==> config.mk <==
export PLATFORM = sky130hd
export DESIGN_NAME = dtm_top
export DESIGN_NICKNAME = d
export VERILOG_FILES = /design/src/dtm_pkg.sv /design/src/dtm_prescaler.sv /design/src/dtm_top.sv
export SDC_FILE = /design/constraint.sdc
export NUM_CORES = 1
export LEC_CHECK = 0
export BUFFER_PORTS_ARGS = -buffer_cell sky130_fd_sc_hd__buf_4
export CAP_MARGIN = 20
export CELL_PAD_IN_SITES_DETAIL_PLACEMENT = 1
export CELL_PAD_IN_SITES_GLOBAL_PLACEMENT = 1
export CORE_MARGIN = 2
export CORE_UTILIZATION = 48
export CTS_CLUSTER_SIZE = 12
export DETAILED_ROUTE_END_ITERATION = 6
export GPL_TIMING_DRIVEN = 0
export PLACE_DENSITY_LB_ADDON = 0.1
export SYNTH_ARGS = -nofsm -noshare
export SYNTH_HDL_FRONTEND = slang
export SYNTH_SLANG_ARGS = --single-unit
==> constraint.sdc <==
create_clock -name clk_in -period 7.3 [get_ports clk_in]
set_input_delay 1.46 -clock clk_in [delete_from_list [all_inputs] [get_ports clk_in]]
set_output_delay 1.46 -clock clk_in [all_outputs]
set_load 0.005 [all_outputs]
==> src/dtm_pkg.sv <==
// dtm_pkg: register map, field positions, reset values and prescaler figures
// for the dual timer block; shared by the top and its prescaler.
package dtm_pkg;
	// ==========================================================
	// register byte offsets (low 12 address bits)
	localparam logic [11:0] ADDR_MODE     = 12'h400;
	localparam logic [11:0] ADDR_CONTROL  = 12'h410;
	localparam logic [11:0] ADDR_COUNT0   = 12'h420;
	localparam logic [11:0] ADDR_COUNT1   = 12'h424;
	localparam logic [11:0] ADDR_RELOAD0  = 12'h428;
	localparam logic [11:0] ADDR_RELOAD1  = 12'h42C;
	localparam logic [11:0] ADDR_SYSCFG   = 12'h430;
	localparam logic [11:0] ADDR_OUTSTAT  = 12'h434;
	localparam logic [11:0] ADDR_IRQ_STAT = 12'h440;
	localparam logic [11:0] ADDR_IRQ_MASK = 12'h444;
	// ==========================================================
	// timer_control bit positions
	localparam int CTL_TF1 = 7;
	localparam int CTL_TR1 = 6;
	localparam int CTL_TF0 = 5;
	localparam int CTL_TR0 = 4;
	localparam int CTL_IE1 = 3;
	localparam int CTL_IT1 = 2;
	localparam int CTL_IE0 = 1;
	localparam int CTL_IT0 = 0;
	// timer_mode_register: per timer nibble {gate, counter select, mode pair}
	localparam int MODE_T1_LSB = 4;
	localparam int MODE_CT     = 2;
	localparam int MODE_GATE   = 3;
	// timer_output_status toggle enables
	localparam int OUT_TOG0 = 0;
	localparam int OUT_TOG1 = 2;
	// interrupt status bits
	localparam int IRQ_TF0 = 0;
	localparam int IRQ_TF1 = 1;
	localparam int IRQ_IE0 = 2;
	localparam int IRQ_IE1 = 3;
	// ==========================================================
	// mode pair encodings
	localparam logic [1:0] MODE_RELOAD16 = 2'h0;
	localparam logic [1:0] MODE_FREE16   = 2'h1;
	localparam logic [1:0] MODE_RELOAD8  = 2'h2;
	localparam logic [1:0] MODE_SPLIT    = 2'h3;
	// prescaler_select encodings and divide factors in clk_in cycles
	localparam logic [1:0] PRESC_DIV4  = 2'h0;
	localparam logic [1:0] PRESC_DIV16 = 2'h1;
	localparam logic [1:0] PRESC_DIV64 = 2'h2;
	localparam int         DIV_4       = 4;
	localparam int         DIV_16      = 16;
	localparam int         DIV_64      = 64;
	// ==========================================================
	// reset values
	localparam logic [7:0]  CONTROL_RESET = 8'h00;
	localparam logic [7:0]  MODE_RESET    = 8'h00;
	localparam logic [15:0] COUNT_RESET   = 16'h0000;
	localparam logic [1:0]  SYSCFG_RESET  = 2'h0;
	localparam logic [3:0]  IRQ_RESET     = 4'h0;
endpackage

==> src/dtm_prescaler.sv <==
// dtm_prescaler: makes the one-cycle prescaled_timer_clock tick from clk_in.
// assumes clk_in is the oscillator and the select comes from a local register.
`timescale 1ns/1ns
module dtm_prescaler (
	// clock and reset
	input  wire logic       clk_in,
	input  wire logic       reset_in,
	// divide select
	input  wire logic [1:0] select_in,
	// tick
	output logic            tick_out
);
	// ==========================================================
	// terminal count
	// reserved encoding falls back to the fastest rate rather than stopping
	function automatic logic [5:0] term_of(input logic [1:0] sel);
		case (sel)
			dtm_pkg::PRESC_DIV16: term_of = 6'(dtm_pkg::DIV_16 - 1);
			dtm_pkg::PRESC_DIV64: term_of = 6'(dtm_pkg::DIV_64 - 1);
			default:              term_of = 6'(dtm_pkg::DIV_4 - 1);
		endcase
	endfunction

	logic [5:0] count;

	// ==========================================================
	// divider; >= so a shorter select taken mid-count wraps at once
	always_ff @(posedge clk_in or posedge reset_in) begin
		if (reset_in) begin
			count    <= 6'h00;
			tick_out <= 1'b0;
		end else if (count >= term_of(select_in)) begin
			count    <= 6'h00;
			tick_out <= 1'b1;
		end else begin
			count    <= count + 6'h01;
			tick_out <= 1'b0;
		end
	end
endmodule

==> src/dtm_top.sv <==
// dtm_top: two 16-bit timer/counters with four modes, timer_control flags,
// external interrupt edge flags, AHB-Lite register slave and an interrupt line.
// assumes one clock, a single AHB-Lite master, pins asynchronous to clk_in.
//
// How it works
// - in mode 0 a timer counts 16 bits and on wrap sets its flag and reloads both bytes.
// - the 8-bit reload mode takes its reload value from the low reload byte.
// - mode 0 overflow period is prescale times (65536 minus reload) oscillator cycles.
// - in mode 1 a timer counts 16 bits freely with no reload.
// - in mode 2 only the low byte counts, reloads from the low reload byte, high untouched.
// - timer 1 in mode 3 holds its count as if its run bit were clear.
// - timer 0 in mode 3 runs its low byte as an 8-bit counter with timer 0 controls.
// - in that split mode the timer 0 high byte counts ticks under run_bit_one, sets flag one.
// - during the split, timer 1 runs outside mode 3 but never sets its own flag.
// - flag one is set on overflow unless its toggle enable is set, cleared by ack or write.
// - flag zero is set on overflow unless its toggle enable is set, cleared by ack or write.
// - the external interrupt edge flag is set on detection and cleared when processed.
// - the type bit picks falling edge or low level detection.
// - the tick is the clock divided by 4, 16 or 64 per the prescaler select.
// - each timer's mode comes from its mode pair in the mode register.
//
// Added by the designer: register access over AHB-Lite.
`timescale 1ns/1ns
module dtm_top (
	// clock and reset
	input  wire logic        clk_in,
	input  wire logic        reset_in,
	// ahb-lite slave
	input  wire logic        hsel_in,
	input  wire logic [31:0] haddr_in,
	input  wire logic [1:0]  htrans_in,
	input  wire logic        hwrite_in,
	input  wire logic [2:0]  hsize_in,
	input  wire logic [31:0] hwdata_in,
	input  wire logic        hready_in,
	output logic [31:0]      hrdata_out,
	output logic             hreadyout_out,
	output logic             hresp_out,
	// pins
	input  wire logic [1:0]  external_irq_input_in,
	input  wire logic [1:0]  count_pin_in,
	// processor vectoring acks {ie1, ie0, tf1, tf0}
	input  wire logic [3:0]  irq_ack_in,
	// events out
	output logic             irq_out,
	output logic             timer0_overflow_out,
	output logic             timer1_overflow_out
);
	// ==========================================================
	// registers
	logic [7:0]  timer_mode_register;
	logic        overflow_flag_one, run_bit_one, overflow_flag_zero, run_bit_zero;
	logic        ext_irq_edge_flag_one, ext_irq_type_one;
	logic        ext_irq_edge_flag_zero, ext_irq_type_zero;
	logic [15:0] count0, count1, reload0, reload1;
	logic [1:0]  prescaler_select;
	logic        toggle_out_enable_zero, toggle_out_enable_one;
	logic [3:0]  irq_status, irq_mask;
	logic        wr_pend;
	logic [11:0] wr_addr;
	logic [3:0]  pin_meta, pin_sync, pin_prev;
	logic        prescaled_timer_clock;

	// ==========================================================
	// pin synchronisers: {ext1, ext0, count1, count0}
	always_ff @(posedge clk_in or posedge reset_in) begin
		if (reset_in) begin
			pin_meta <= 4'hF;
			pin_sync <= 4'hF;
			pin_prev <= 4'hF;
		end else begin
			pin_meta <= {external_irq_input_in, count_pin_in};
			pin_sync <= pin_meta;
			pin_prev <= pin_sync;
		end
	end

	logic [3:0] pin_fall;
	assign pin_fall = pin_prev & ~pin_sync;

	dtm_prescaler u_presc (
		.clk_in    (clk_in),
		.reset_in  (reset_in),
		.select_in (prescaler_select),
		.tick_out  (prescaled_timer_clock)
	);

	// ==========================================================
	// ahb-lite: zero wait, writes land in the data phase
	logic addr_ok;
	assign addr_ok = hsel_in && htrans_in[1] && hready_in;

	function automatic logic wr_hit(input logic pend, input logic [11:0] a,
		input logic [11:0] reg_addr);
		wr_hit = pend && (a == reg_addr);
	endfunction

	logic wr_mode, wr_ctl, wr_cnt0, wr_cnt1, wr_rel0, wr_rel1;
	logic wr_cfg, wr_out, wr_stat, wr_mask;
	assign wr_mode = wr_hit(wr_pend, wr_addr, dtm_pkg::ADDR_MODE);
	assign wr_ctl  = wr_hit(wr_pend, wr_addr, dtm_pkg::ADDR_CONTROL);
	assign wr_cnt0 = wr_hit(wr_pend, wr_addr, dtm_pkg::ADDR_COUNT0);
	assign wr_cnt1 = wr_hit(wr_pend, wr_addr, dtm_pkg::ADDR_COUNT1);
	assign wr_rel0 = wr_hit(wr_pend, wr_addr, dtm_pkg::ADDR_RELOAD0);
	assign wr_rel1 = wr_hit(wr_pend, wr_addr, dtm_pkg::ADDR_RELOAD1);
	assign wr_cfg  = wr_hit(wr_pend, wr_addr, dtm_pkg::ADDR_SYSCFG);
	assign wr_out  = wr_hit(wr_pend, wr_addr, dtm_pkg::ADDR_OUTSTAT);
	assign wr_stat = wr_hit(wr_pend, wr_addr, dtm_pkg::ADDR_IRQ_STAT);
	assign wr_mask = wr_hit(wr_pend, wr_addr, dtm_pkg::ADDR_IRQ_MASK);

	logic [7:0]  control_view;
	logic [31:0] read_value;
	assign control_view = {overflow_flag_one, run_bit_one, overflow_flag_zero, run_bit_zero,
		ext_irq_edge_flag_one, ext_irq_type_one, ext_irq_edge_flag_zero, ext_irq_type_zero};

	always_comb begin
		case (haddr_in[11:0])
			dtm_pkg::ADDR_MODE:     read_value = {24'h000000, timer_mode_register};
			dtm_pkg::ADDR_CONTROL:  read_value = {24'h000000, control_view};
			dtm_pkg::ADDR_COUNT0:   read_value = {16'h0000, count0};
			dtm_pkg::ADDR_COUNT1:   read_value = {16'h0000, count1};
			dtm_pkg::ADDR_RELOAD0:  read_value = {16'h0000, reload0};
			dtm_pkg::ADDR_RELOAD1:  read_value = {16'h0000, reload1};
			dtm_pkg::ADDR_SYSCFG:   read_value = {30'h00000000, prescaler_select};
			dtm_pkg::ADDR_OUTSTAT:  read_value = {29'h00000000, toggle_out_enable_one,
				1'b0, toggle_out_enable_zero};
			dtm_pkg::ADDR_IRQ_STAT: read_value = {28'h0000000, irq_status};
			dtm_pkg::ADDR_IRQ_MASK: read_value = {28'h0000000, irq_mask};
			default:                read_value = 32'h00000000;
		endcase
	end

	always_ff @(posedge clk_in or posedge reset_in) begin
		if (reset_in) begin
			hreadyout_out <= 1'b0;
			hresp_out     <= 1'b0;
			hrdata_out    <= 32'h00000000;
			wr_pend       <= 1'b0;
			wr_addr       <= 12'h000;
		end else begin
			hreadyout_out <= 1'b1;
			hresp_out     <= 1'b0;
			wr_pend       <= addr_ok && hwrite_in;
			if (addr_ok) begin
				wr_addr <= haddr_in[11:0];
			end
			if (addr_ok && !hwrite_in) begin
				hrdata_out <= read_value;
			end
		end
	end

	// ==========================================================
	// configuration registers
	always_ff @(posedge clk_in or posedge reset_in) begin
		if (reset_in) begin
			timer_mode_register    <= dtm_pkg::MODE_RESET;
			reload0                <= dtm_pkg::COUNT_RESET;
			reload1                <= dtm_pkg::COUNT_RESET;
			prescaler_select       <= dtm_pkg::SYSCFG_RESET;
			toggle_out_enable_zero <= 1'b0;
			toggle_out_enable_one  <= 1'b0;
			irq_mask               <= dtm_pkg::IRQ_RESET;
		end else begin
			if (wr_mode) timer_mode_register <= hwdata_in[7:0];
			if (wr_rel0) reload0 <= hwdata_in[15:0];
			if (wr_rel1) reload1 <= hwdata_in[15:0];
			if (wr_cfg) prescaler_select <= hwdata_in[1:0];
			if (wr_out) begin
				toggle_out_enable_zero <= hwdata_in[dtm_pkg::OUT_TOG0];
				toggle_out_enable_one  <= hwdata_in[dtm_pkg::OUT_TOG1];
			end
			if (wr_mask) irq_mask <= hwdata_in[3:0];
		end
	end

	// ==========================================================
	// count enables and overflow detection
	logic [1:0] mode0, mode1;
	logic       split, inc0, inc0_high, inc1;
	logic       ovf0, ovf0_high, ovf1;
	assign mode0 = timer_mode_register[1:0];
	assign mode1 = timer_mode_register[dtm_pkg::MODE_T1_LSB +: 2];
	assign split = (mode0 == dtm_pkg::MODE_SPLIT);

	// gate lets the external interrupt pin hold the timer off while low
	assign inc0 = run_bit_zero
		&& (!timer_mode_register[dtm_pkg::MODE_GATE] || pin_sync[2])
		&& (timer_mode_register[dtm_pkg::MODE_CT] ? pin_fall[0] : prescaled_timer_clock);
	assign inc0_high = split && run_bit_one && prescaled_timer_clock;
	// during the split run_bit_one belongs to the timer 0 high byte: timer 1 runs on mode alone
	assign inc1 = (split || run_bit_one) && (mode1 != dtm_pkg::MODE_SPLIT)
		&& (!timer_mode_register[dtm_pkg::MODE_T1_LSB + dtm_pkg::MODE_GATE] || pin_sync[3])
		&& (timer_mode_register[dtm_pkg::MODE_T1_LSB + dtm_pkg::MODE_CT]
			? pin_fall[1] : prescaled_timer_clock);

	function automatic logic wraps(input logic [1:0] m, input logic [15:0] c);
		if (m == dtm_pkg::MODE_RELOAD16 || m == dtm_pkg::MODE_FREE16) begin
			wraps = (c == 16'hFFFF);
		end else begin
			wraps = (c[7:0] == 8'hFF);
		end
	endfunction

	assign ovf0      = inc0 && wraps(mode0, count0);
	assign ovf0_high = inc0_high && (count0[15:8] == 8'hFF);
	assign ovf1      = inc1 && wraps(mode1, count1);

	// ==========================================================
	// count step per mode
	function automatic logic [15:0] step(input logic [1:0] m, input logic [15:0] c,
		input logic [15:0] r);
		case (m)
			dtm_pkg::MODE_RELOAD16: step = (c == 16'hFFFF) ? r : c + 16'h0001;
			dtm_pkg::MODE_FREE16:   step = c + 16'h0001;
			dtm_pkg::MODE_RELOAD8:  step = {c[15:8],
				(c[7:0] == 8'hFF) ? r[7:0] : c[7:0] + 8'h01};
			default:                step = {c[15:8], c[7:0] + 8'h01};
		endcase
	endfunction

	logic [15:0] next_count0, next_count1;
	always_comb begin
		next_count0 = inc0 ? step(mode0, count0, reload0) : count0;
		if (inc0_high) begin
			next_count0[15:8] = count0[15:8] + 8'h01;
		end
		next_count1 = inc1 ? step(mode1, count1, reload1) : count1;
	end

	// a software write wins over a count in the same cycle
	always_ff @(posedge clk_in or posedge reset_in) begin
		if (reset_in) begin
			count0 <= dtm_pkg::COUNT_RESET;
			count1 <= dtm_pkg::COUNT_RESET;
		end else begin
			count0 <= wr_cnt0 ? hwdata_in[15:0] : next_count0;
			count1 <= wr_cnt1 ? hwdata_in[15:0] : next_count1;
		end
	end

	// ==========================================================
	// timer_control flags: hardware set beats ack and software clear
	logic set_tf0, set_tf1, set_ie0, set_ie1;
	assign set_tf0 = ovf0 && !toggle_out_enable_zero;
	// during the split only the high byte of timer 0 may raise flag one
	assign set_tf1 = (split ? ovf0_high : ovf1) && !toggle_out_enable_one;
	assign set_ie0 = ext_irq_type_zero ? pin_fall[2] : !pin_sync[2];
	assign set_ie1 = ext_irq_type_one ? pin_fall[3] : !pin_sync[3];

	always_ff @(posedge clk_in or posedge reset_in) begin
		if (reset_in) begin
			{overflow_flag_one, run_bit_one, overflow_flag_zero, run_bit_zero,
				ext_irq_edge_flag_one, ext_irq_type_one, ext_irq_edge_flag_zero,
				ext_irq_type_zero} <= dtm_pkg::CONTROL_RESET;
		end else begin
			if (wr_ctl) begin
				run_bit_one       <= hwdata_in[dtm_pkg::CTL_TR1];
				run_bit_zero      <= hwdata_in[dtm_pkg::CTL_TR0];
				ext_irq_type_one  <= hwdata_in[dtm_pkg::CTL_IT1];
				ext_irq_type_zero <= hwdata_in[dtm_pkg::CTL_IT0];
			end
			if (set_tf0) overflow_flag_zero <= 1'b1;
			else if (irq_ack_in[dtm_pkg::IRQ_TF0]) overflow_flag_zero <= 1'b0;
			else if (wr_ctl) overflow_flag_zero <= hwdata_in[dtm_pkg::CTL_TF0];
			if (set_tf1) overflow_flag_one <= 1'b1;
			else if (irq_ack_in[dtm_pkg::IRQ_TF1]) overflow_flag_one <= 1'b0;
			else if (wr_ctl) overflow_flag_one <= hwdata_in[dtm_pkg::CTL_TF1];
			if (set_ie0) ext_irq_edge_flag_zero <= 1'b1;
			else if (irq_ack_in[dtm_pkg::IRQ_IE0]) ext_irq_edge_flag_zero <= 1'b0;
			else if (wr_ctl) ext_irq_edge_flag_zero <= hwdata_in[dtm_pkg::CTL_IE0];
			if (set_ie1) ext_irq_edge_flag_one <= 1'b1;
			else if (irq_ack_in[dtm_pkg::IRQ_IE1]) ext_irq_edge_flag_one <= 1'b0;
			else if (wr_ctl) ext_irq_edge_flag_one <= hwdata_in[dtm_pkg::CTL_IE1];
		end
	end

	// ==========================================================
	// sticky status, write one to clear; a new event beats the clear
	logic [3:0] events;
	assign events = {set_ie1, set_ie0, set_tf1, set_tf0};

	always_ff @(posedge clk_in or posedge reset_in) begin
		if (reset_in) begin
			irq_status          <= dtm_pkg::IRQ_RESET;
			irq_out             <= 1'b0;
			timer0_overflow_out <= 1'b0;
			timer1_overflow_out <= 1'b0;
		end else begin
			irq_status <= (irq_status & ~(wr_stat ? hwdata_in[3:0] : 4'h0)) | events;
			// one cycle behind status: keeps the output straight off a flop
			irq_out             <= |(irq_status & irq_mask);
			// raw overflows, not gated by toggle enables, for baud use
			timer0_overflow_out <= ovf0;
			timer1_overflow_out <= ovf1;
		end
	end
endmodule

Yosys cells after proc, flatten, opt, wreduce, memory -nomap -nowiden
Index checks and enable logic that the tools add are counted.
{ "totals": {"inputBits": 82, "wordCells": 167, "register_bits": 160} }
{ "classes": {"order_cmp": 1, "bitwise": 6, "add_sub_neg": 6, "n_reduce_logical": 52, "n_mux": 35, "eq_ne": 35} }
{ "op_table": {"columns": ["op", "n"], "rows": [
  ["$eq A12 B11 Y1 const B", 20],
  ["$pmux W16 S10", 1],
  ["$mux W16", 6],
  ["$pmux W16 S3", 2],
  ["$add A16 B1 Y16 const B", 2],
  ["$eq A16 B16 Y1 const B", 2],
  ["$logic_and A1 B1 Y1", 26],
  ["$add A8 B1 Y8 const B", 3],
  ["$eq A8 B8 Y1 const B", 3],
  ["$mux W8", 3],
  ["$mux W1", 20],
  ["$reduce_bool A3 Y1", 6],
  ["$and A4 B4 Y4", 3],
  ["$pmux W6 S2", 1],
  ["$eq A2 B2 Y1 const B", 4],
  ["$not A4 Y4", 2],
  ["$logic_not A1 Y1", 7],
  ["$add A6 B1 Y6 const B", 1],
  ["$eq A2 B1 Y1 const B", 3],
  ["$ge A6 B6 Y1", 1],
  ["$mux W6", 1],
  ["$reduce_and A3 Y1", 2],
  ["$logic_or A1 B1 Y1", 5],
  ["$logic_not A2 Y1", 2],
  ["other kinds (7)", 9]
]} }

Longest topological paths before layout
Gate-level depths: netlist (run 1).
{ "depth": {"depth_word": 9, "depth_mapped": 10} }

Cells and area by module
Synthesis (run 1) repeated with hierarchy kept, for this count alone.
{ "unflattened": {"hier_cells": 787, "hier_area_um2": 7961.4} }
{ "by_module_without_submodules": {"columns": ["module", "instances", "cells_each", "area_per_inst_um2"], "rows": [
  ["dtm_top", 1, 752, 7589.8],
  ["dtm_prescaler", 1, 35, 371.6]
]} }

Worst setup path before layout (run 1)
Ideal clock, no wire load.
{ "synth_path": {"path_type": "input port to flip-flop", "start": "input port haddr_in[6]", "end": "register hrdata_out[0]", "t_arrival_ns": 3.272, "cell_stages": 6, "path_buffers": 2, "slack_ns": 3.961, "cell_sequence": "clkbuf_1 nor4b_1 nand2_1 a311oi_2 clkbuf_1 a22o_1"} }
{ "synth_via": {"elab_chain_cells": 2, "elab_cells_between_ends": 11, "classes_between": "10 x eq/ne; 1 x mux"} }
{ "synth_rtl": {"columns": ["item", "line", "text"], "rows": [
  ["start, declared", "dtm_top.sv:30", "input wire logic [31:0] haddr_in,"],
  ["$eq A12 B11 Y1", "dtm_top.sv:117", "case (haddr_in[11:0])"],
  ["$pmux W16 S10 (*)", "dtm_top.sv:117", null],
  ["end signal, assigned", "dtm_top.sv:148", "hrdata_out <= read_value;"],
  ["end, declared", "dtm_top.sv:36", "output logic [31:0] hrdata_out,"]
]} }
Mark *: on every way between the ends. The rest lies on a longest branch, timed or not.
A chain may end at the register's enable or synchronous reset.

Final worst setup path (run 1)
Ends and elaborated chain as after synthesis.

==> qor.txt, run 1 <==
Peak supply drop = 171 uV
Routed WL = 26,200 um
Crit path time final = 3.91 ns
Worst-skew pair later-pin latency = 0.43 ns
Relative slew margins = 29.1%
Mapped cell area = 0.00800 mm2
Total Routing Usage GR = 30.5%
First-pass GRT wire length = 40,800 um
Final setup TNS = 0 ns
Synth unique cells = 74
EDFF count, synth = 0
Top Layer Used = met4
Async SR Flop Fraction = 100%
Post-CTS repair timing setup buffer count = 0
Max_cap viols = 0
Hold Buf Count CTS = 0
Die H = 133 um
DP Wirelength = 19,000 um
Synthesized instance count = 802
Syn Area/Cell = 9.97 um2
Total congestion overflow = 0
Vias in the first global route = 6,941
Final hold violation count = 0
Multi-input logic area = 0.00405 mm2
DR WL/cell = 23.2 um
RePlAce Congestion = 0.928
Cell depth of the worst hold path = 0
First-pass DRT Iterations = 7
Hold Path Origin = pin_meta[3]$_DFF_PP1_
Register area = 0.00362 mm2
First DRT Iteration DRCs = 631
Routed wl met2 = 12,600 um
Clock root cell = clkbuf_16
HP Class = reg2reg
Cts bufs inserted = 17
Die width = 133 um
Via-to-Cell Ratio = 6.12
Top area cells in the synthesized netlist = dfrtp_1 41%, mux2_2 9.0%, dfstp_2 3.9%
# DRC = 0
Reg2reg path depth = 7
Area Overhead vs Synth = 17.2%
Most common library cells after synthesis = 132 x dfrtp_1, 80 x nand2_1, 64 x mux2_2
Worst EP arrival = 4.28 ns
Top cell type's share of synthesized area = 41.3%
Max Transition Viols Final = 0
CP required = 7.67 ns
Skew final = 0.00852 ns
Leak pwr = 0.00413 uW
Ys flop type = dfrtp_1
Critical path startpoint category = input port
Synth Register Bits = 144
Io pins = 119
Power per standard cell area = 211 mW/mm2
RR Endpoint = irq_status[1]$_DFF_PP0_
H-tree levels = 4
Final Instance Area = 0.00937 mm2
Post-route ant nets = 0
R2r setup slk = 4.15 ns
Sequential area share after synthesis = 45.3%
Met1 wire length = 11,500 um
RSZ-0062 raised after global routing = false
# fillers = 1,867
Initial antenna violation count = 0
Initial cell density of the core = 48.7%
Setup crit end kind = flop
Pre-CTS setup slack = 3.15 ns
Status = completed
# port buffers = 56
Worst R2R Start = timer_mode_register[0]$_DFFE_PP0P_
Pin count of the biggest net entering global routing = 95
Clock transition at path regs = 0.07 ns
Share of layout cells above drive strength 1 = 23.6%
Crit-path max FO = 10
Fin nets = 988
Highest Clock Rate = 256 MHz
Antenna diode count = 0
Period utilization = 53.6%
Max Root-Sink Buffers = 2
Post-CTS Resized = 0
Num rows = 47
Clk sinks = 144
Die Footprint = 0.0177 mm2
Final setup margin = 3.39 ns
Most common cell in the synthesized netlist = dfrtp_1
Actual slew at the worst max-slew pin = 1.06 ns
Post-synthesis cell type with the largest combined area = dfrtp_1
Setup violations, final = 0
Total Power = 1970 uW
Hold EP = pin_sync[3]$_DFF_PP1_
Met3 wire length = 1530 um
Placed instance area = 0.00879 mm2
CTS tree = done
YS warnings = 0
Critical Setup Path Class = in2reg
Area of the core = 0.0164 mm2
Vias = 6,913
-- worst max-delay path by stage --
stage / from / cells past startpoint / to / slack, ns
floorplan: reset_in / 1 / count0[0]$_DFFE_PP0P_ / 1.99
global placement: reset_in / 2 / hrdata_out[12]$_DFFE_PP0P_ / 0.38
detailed placement: haddr_in[6] / 8 / hrdata_out[0]$_DFFE_PP0P_ / 3.15
CTS: haddr_in[6] / 8 / hrdata_out[0]$_DFFE_PP0P_ / 3.50
global route: haddr_in[11] / 8 / hrdata_out[1]$_DFFE_PP0P_ / 3.25
finish: haddr_in[6] / 8 / hrdata_out[0]$_DFFE_PP0P_ / 3.39
-- cell usage in the layout, fill, tap and decap left out, types with 14 or more instances in the layout --
cell type and n:
nor2_1 56, a21oi_1 36, mux2i_1 17, nand4_1 14
buf_4 75, o21ai_0 37, a22o_1 16, clkbuf_16 17
xnor2_1 16, nand2_1 80, nand3_1 27, dfrtp_1 132
clkbuf_1 40, inv_1 16, mux2_2 64, nor3_1 18
conb_1 18
-- report_power, final --
part	switching [uW]	total, uW	internal [uW]
sequential	49.2	900	851
combinational	128	225	97.1
clock	397	850	453
total	573	1970	1400
-- layer usage --
metal | track usage, % | vias to the layer above
li1 | - | 3108
met1 | 42.2 | 3547
met2 | 49.0 | 217
met3 | 5.06 | 41
met4 | 10.4 | 0
met5 | 0 | -
-- stage by stage --
step                utilization, %  cells  hold slack, ns
floorplan                        -    818           0.345
CTS                           57.1   1128           0.358
global placement              53.3   1094           0.346
finish                        57.1   1130           0.356
global route                  57.1   1130           0.356
detailed placement            53.6   1096           0.348
-- worst max-delay path, stage by stage --
cell and delay, ns:
clkbuf_1 0.17, nor4b_1 0.85, and3_1 0.42, and3_1 0.30, clkbuf_1 0.55, a222oi_1 0.18
o21ai_0 0.18, a22o_1 0.17
-- flip-flops by register name, summed over array words and instances (netlist names), 2 cells and up --
signal               cells
count0                  16
reload0                 16
hrdata_out              16
irq_mask                 4
irq_status               4
pin_prev                 4
prescaler_select         2
count1                  16
u_presc.count            6
pin_meta                 4
wr_addr                 12
pin_sync                 4
timer_mode_register      8
reload1                 16
-- area by class of cell --
type	count	area share, %
Timing Repair Buffer	60	4.97
Clock buffer	17	4.54
Clock inverter	15	1.55
Inverter	17	0.734
Multi-Input combinational cell	590	43.2
Tap cell	220	2.94
Buffer	67	3.47
Sequential cell	144	38.6
-- cells by family (layout without fill, tap and decap cells) --
| family | Yosys count | count (layout) | synth area share [%] |
|---|---|---|---|
| AO/OA/AOI/OAI | 176 | 176 | 14.9 |
| AND/OR/NAND/NOR | 272 | 272 | 17.6 |
| XOR/XNOR | 25 | 25 | 2.74 |
| buffers and inverters | 84 | 176 | 4.87 |
| other | 2 | 18 | 0.0939 |
| flip-flops | 144 | 144 | 45.3 |
| adder cells (fa/ha/maj) | 9 | 9 | 1.41 |
| multiplexers | 90 | 90 | 13.1 |
No activity file was read; power rests on OpenSTA's default activity.
==> run 2: changes to the inputs <==
--- a/config.mk
+++ b/config.mk
@@ -5,12 +5,13 @@
 export SDC_FILE = /design/constraint.sdc
 export NUM_CORES = 1
 export LEC_CHECK = 0
+export ABC_AREA = 1
 export BUFFER_PORTS_ARGS = -buffer_cell sky130_fd_sc_hd__buf_4
 export CAP_MARGIN = 20
 export CELL_PAD_IN_SITES_DETAIL_PLACEMENT = 1
 export CELL_PAD_IN_SITES_GLOBAL_PLACEMENT = 1
 export CORE_MARGIN = 2
-export CORE_UTILIZATION = 48
+export CORE_UTILIZATION = 42
 export CTS_CLUSTER_SIZE = 12
 export DETAILED_ROUTE_END_ITERATION = 6
 export GPL_TIMING_DRIVEN = 0
==> constraint.sdc (replaced) <==
create_clock -name clk_in -period 4.1 [get_ports clk_in]
set_input_delay 0.82 -clock clk_in [delete_from_list [all_inputs] [get_ports clk_in]]
set_output_delay 0.82 -clock clk_in [all_outputs]
set_load 0.005 [all_outputs]
==> qor.txt, run 2 <==
R2r setup slk = 1.94 ns
YS warnings = 0
Leak pwr = 0.00534 uW
# port buffers = 61
Top cell type's share of synthesized area = 38.8%
RR Endpoint = count0[7]$_DFFE_PP0P_
CP required = 4.49 ns
First DRT Iteration DRCs = 523
Critical path startpoint category = input port
Hold Buf Count CTS = 0
Ys flop type = dfrtp_1
Clock root cell = clkbuf_16
Top area cells in the synthesized netlist = dfrtp_1 39%, nand2_1 15%, nand3_1 6.5%
Post-CTS Resized = 0
Max_cap viols = 0
Cts bufs inserted = 17
Most common library cells after synthesis = 331 x nand2_1, 135 x inv_1, 132 x dfrtp_1
Synth Register Bits = 144
Total Routing Usage GR = 28.5%
# fillers = 2,623
RSZ-0062 raised after global routing = false
Critical-path cell list = buf_4, inv_1, nand2_1, nor3_2, buf_2, buf_2, nand3_1, o21ai_0, o21ai_0, nand2_1
H-tree levels = 4
Clk sinks = 144
Fin nets = 1,346
Hold EP = pin_sync[3]$_DFF_PP1_
Skew final = 0.00940 ns
Worst R2R Start = count0[9]$_DFFE_PP0P_
Max Root-Sink Buffers = 2
DR WL/cell = 19.3 um
Syn Area/Cell = 7.38 um2
Highest Clock Rate = 458 MHz
Status = completed
Area of the core = 0.0200 mm2
Most common cell in the synthesized netlist = nand2_1
Setup crit end kind = flop
First-pass DRT Iterations = 5
Reg2reg path depth = 9
Sequential area share after synthesis = 42.5%
Power per standard cell area = 459 mW/mm2
Final hold violation count = 0
Setup violations, final = 0
First-pass GRT wire length = 46,800 um
Most frequent cells in the layout = 331 x nand2_1, 134 x inv_1, 132 x dfrtp_1
Leading cell type in the layout, fill and taps excluded = nand2_1
Final setup margin = 1.92 ns
Mapped cell area = 0.00852 mm2
Io pins = 119
Die H = 146 um
Crit-path max FO = 10
EDFF count, synth = 0
# DRC = 0
Worst EP arrival = 2.57 ns
Share of layout cells above drive strength 1 = 15.9%
Initial cell density of the core = 42.5%
Routed WL = 29,700 um
Antenna diode count = 0
Hold Path Origin = pin_meta[3]$_DFF_PP1_
Critical Setup Path Class = in2reg
Sum of buffers and inverters on the critical path = 4
Die width = 146 um
Relative slew margins = 52.8%
Period utilization = 53.3%
Via-to-Cell Ratio = 5.43
Max Transition Viols Final = 0
Largest stage delay, worst path = 0.36 ns
RePlAce Congestion = 0.933
Peak supply drop = 252 uV
Num rows = 52
Post-route ant nets = 0
Clock transition at path regs = 0.07 ns
Vias = 8,358
Post-synthesis cell type with the largest combined area = dfrtp_1
Worst-skew pair later-pin latency = 0.45 ns
Pin count of the biggest net entering global routing = 38
Post-CTS repair timing setup buffer count = 0
Cell depth of the worst hold path = 0
Die Footprint = 0.0214 mm2
Crit path time final = 2.18 ns
Actual slew at the worst max-slew pin = 0.705 ns
Total congestion overflow = 0
Crit path max-delay family = buffers and inverters
Synthesized instance count = 1,155
Final setup TNS = 0 ns
HP Class = reg2reg
Async SR Flop Fraction = 100%
Area Overhead vs Synth = 18.0%
Vias in the first global route = 8,442
DP Wirelength = 23,100 um
CTS tree = done
Synth unique cells = 42
Initial antenna violation count = 0
Slowest stage cell, crit path = buf_2
Pre-CTS setup slack = 1.48 ns
-- run 2: changes by cell type in the layout (fill, tap and decap cells not counted), sizes merged, moves of 16 or more --
cell,change
mux2,-70
clkbuf,-37
nor2,+45
mux2i,-17
buf,+19
nand3,+92
inv,+123
o21ai,+84
nand2,+261
a22o,-16
-- run 2: logic make-up (layout without fill, tap and decap cells) --
group / count (synthesis) / count (layout) / share of synthesized area (%)
AND/OR/NAND/NOR: 607 / 607 / 32.8
AO/OA/AOI/OAI: 192 / 192 / 12.3
buffers and inverters: 185 / 282 / 9.41
flip-flops: 144 / 144 / 42.5
XOR/XNOR: 16 / 16 / 1.64
adder cells (fa/ha/maj): 9 / 9 / 1.32
other: 2 / 18 / 0.0881
-- run 2: cell type report --
type | instances | area [um2] | share of cell area (%)
Multi-Input combinational cell | 842 | 4160 | 41.4
Tap cell | 270 | 338 | 3.36
Sequential cell | 144 | 3620 | 36.0
Inverter | 141 | 533 | 5.30
Clock inverter | 15 | 161 | 1.61
Buffer | 44 | 273 | 2.71
Clock buffer | 17 | 425 | 4.23
Timing Repair Buffer | 65 | 546 | 5.43
-- run 2: through the flow --
step | hold WS (ns) | cells | total power, uW | utilization, % | instance area (um2)
finish | 0.356 | 1538 | 4610 | 50.2 | 10100
global route | 0.359 | 1538 | 4880 | 50.2 | 10100
CTS | 0.358 | 1538 | 4620 | 50.2 | 10100
detailed placement | 0.348 | 1506 | 3030 | 47.2 | 9470
global placement | 0.346 | 1502 | 2990 | 46.8 | 9380
floorplan | 0.345 | 1171 | 2630 | - | 8580
-- run 2: how the worst max path moves through the flow --
stage	start	to	slack, ns	cells past startpoint
3_5_place_dp	haddr_in[9]	hrdata_out[9]$_DFFE_PP0P_	1.48	10
4_1_cts	haddr_in[9]	hrdata_out[9]$_DFFE_PP0P_	1.93	10
6_report	haddr_in[9]	hrdata_out[9]$_DFFE_PP0P_	1.92	10
3_3_place_gp	reset_in	hreadyout_out$_DFF_PP0_	0.41	2
5_1_grt	haddr_in[9]	hrdata_out[9]$_DFFE_PP0P_	1.75	10
2_1_floorplan	reset_in	count0[0]$_DFFE_PP0P_	1.48	1
-- run 2: layer usage --
metal,track usage (%),wire (um),vias up
li1,-,-,3932
met1,37.4,13400,4171
met2,48.8,14500,211
met3,3.97,1160,44
met4,9.37,724,0
met5,0,0,-
-- run 2: report_power, final --
part / switching [uW] / total (uW) / internal, uW
combinational: 866 / 1300 / 429
sequential: 172 / 1730 / 1560
clock: 766 / 1580 / 817
==> run 3: changes to the inputs <==
--- a/config.mk
+++ b/config.mk
@@ -11,7 +11,7 @@
 export CELL_PAD_IN_SITES_DETAIL_PLACEMENT = 1
 export CELL_PAD_IN_SITES_GLOBAL_PLACEMENT = 1
 export CORE_MARGIN = 2
-export CORE_UTILIZATION = 42
+export CORE_UTILIZATION = 38
 export CTS_CLUSTER_SIZE = 12
 export DETAILED_ROUTE_END_ITERATION = 6
 export GPL_TIMING_DRIVEN = 0
==> constraint.sdc (replaced) <==
create_clock -name clk_in -period 1.9 [get_ports clk_in]
set_input_delay 0.38 -clock clk_in [delete_from_list [all_inputs] [get_ports clk_in]]
set_output_delay 0.38 -clock clk_in [all_outputs]
set_load 0.005 [all_outputs]
==> qor.txt, run 3 (same netlist as run 2, synthesis figures left out) <==
CTS tree = done
Hold Buf Count CTS = 0
Relative slew margins = 52.0%
Top Layer Used = met4
Worst Setup SP = count0[9]$_DFFE_PP0P_
Routed WL = 30,600 um
Power per standard cell area = 976 mW/mm2
Area Overhead vs Synth = 22.7%
First-pass GRT wire length = 48,600 um
Die Footprint = 0.0236 mm2
# DRC = 0
Final hold violation count = 0
Vias = 8,421
Clock root cell = clkbuf_16
First DRT Iteration DRCs = 497
Total Routing Usage GR = 26.5%
Reg2reg path depth = 9
Io pins = 119
Final Instance Area = 0.0105 mm2
Clock transition at path regs = 0.07 ns
DR WL/cell = 19.5 um
Status = completed
Die width = 154 um
H-tree levels = 4
Met3 wire length = 1310 um
Critical Setup Path Class = reg2reg
Post-route ant nets = 0
Max Transition Viols Final = 0
Most frequent cells in the layout = 329 x nand2_1, 129 x inv_1, 126 x dfrtp_1
Routed wl met2 = 14,700 um
Setup violations, final = 0
Hold slack final = 0.00723 ns
Pin count of the biggest net entering global routing = 42
Placed instance area = 0.00948 mm2
RePlAce Congestion = 0.899
RR Endpoint = count0[7]$_DFFE_PP0P_
Share of layout cells above drive strength 1 = 20.2%
Num rows = 54
Highest Clock Rate = 552 MHz
# port buffers = 61
Worst EP arrival = 2.18 ns
Actual slew at the worst max-slew pin = 0.720 ns
Critical path startpoint category = flop
Peak supply drop = 615 uV
Fin nets = 1,366
Leak pwr = 0.00544 uW
CP required = 2.27 ns
Skew final = 0.0127 ns
Last element of the critical path = count0[7]$_DFFE_PP0P_
Max_cap viols = 0
HP Class = in2async
R2r setup slk = 0.09 ns
Crit-path max FO = 5
Worst-skew pair later-pin latency = 0.45 ns
Via-to-Cell Ratio = 5.37
Initial cell density of the core = 38.9%
Vias in the first global route = 8,637
Antenna diode count = 0
Cts bufs inserted = 17
DP Wirelength = 23,600 um
Period utilization = 95.3%
Die H = 154 um
Clk sinks = 144
First-pass DRT Iterations = 5
Leading cell type in the layout, fill and taps excluded = nand2_1
Worst R2R Start = count0[9]$_DFFE_PP0P_
Met1 wire length = 13,700 um
Crit path time final = 1.81 ns
Area of the core = 0.0219 mm2
Max Root-Sink Buffers = 2
Setup crit end kind = flop
Initial antenna violation count = 0
Total congestion overflow = 0
## run 3: power breakdown
part           switching [uW]  leakage (uW)  internal (uW)
Combinational            2000       0.00362           1100
Sequential                385       0.00155           3380
Clock                    1600      0.000278           1750
## run 3: worst min path at each step
stage | start | to | slack, ns | depth (start not counted)
final | reset_in | u_presc.count[4]$_DFF_PP0_ | 0.007 | 2
after global routing | count_pin_in[1] | pin_meta[1]$_DFF_PP1_ | 0.02 | 1
after CTS | reset_in | u_presc.count[4]$_DFF_PP0_ | 0.03 | 2
after detailed placement | pin_meta[3]$_DFF_PP1_ | pin_sync[3]$_DFF_PP1_ | 0.35 | 0
after global placement | pin_meta[3]$_DFF_PP1_ | pin_sync[3]$_DFF_PP1_ | 0.35 | 0
after floorplan | pin_meta[0]$_DFF_PP1_ | pin_sync[0]$_DFF_PP1_ | 0.35 | 0
## run 3: what timing repair did
item                       4_1_cts  5_1_grt
setup endpoints to repair       41       80
setup buffers                    4       15
cloned                           0        1
gates resized for setup         19       49
pin swaps                        4       16
## run 3: per-stage QoR
step / cells / setup slack, ns / power, uW / util (%) / setup TNS, ns
2_1_floorplan: 1171 / -0.275 / 5680 / - / -36.33
3_3_place_gp: 1512 / -1.43 / 6460 / 42.9 / -202.64
3_5_place_dp: 1516 / -0.379 / 6550 / 43.3 / -9.31
4_1_cts: 1552 / -0.00586 / 9970 / 46.3 / -0.00955
5_1_grt: 1568 / -0.0592 / 10800 / 47.7 / -0.0863
6_report: 1568 / 0.0885 / 10200 / 47.7 / 0
## run 3: worst max-delay path, stage by stage, from the launching register on
cell      delay [ns]
dfrtp_2         0.43
ha_4            0.16
nand3_2         0.12
nor3_4          0.27
inv_2           0.12
nand2_4         0.13
nand3_2         0.17
o21ai_0         0.13
o211ai_1        0.12
nand3_1         0.09
## run 3: cell type report
class                           count  area [um2]
Timing Repair Buffer               84         688
Buffer                             44         275
Tap cell                          280         350
Fill cell                        2752       11400
Inverter                          141         536
Clock buffer                       18         429
Multi-Input combinational cell    843        4410
Sequential cell                   144        3630
Clock inverter                     14         141
## run 3: metal layers
metal	track usage (%)	up-vias
met5	0	-
li1	-	3983
met4	9.65	0
met1	36.2	4173
met2	43.2	208
met3	3.58	57
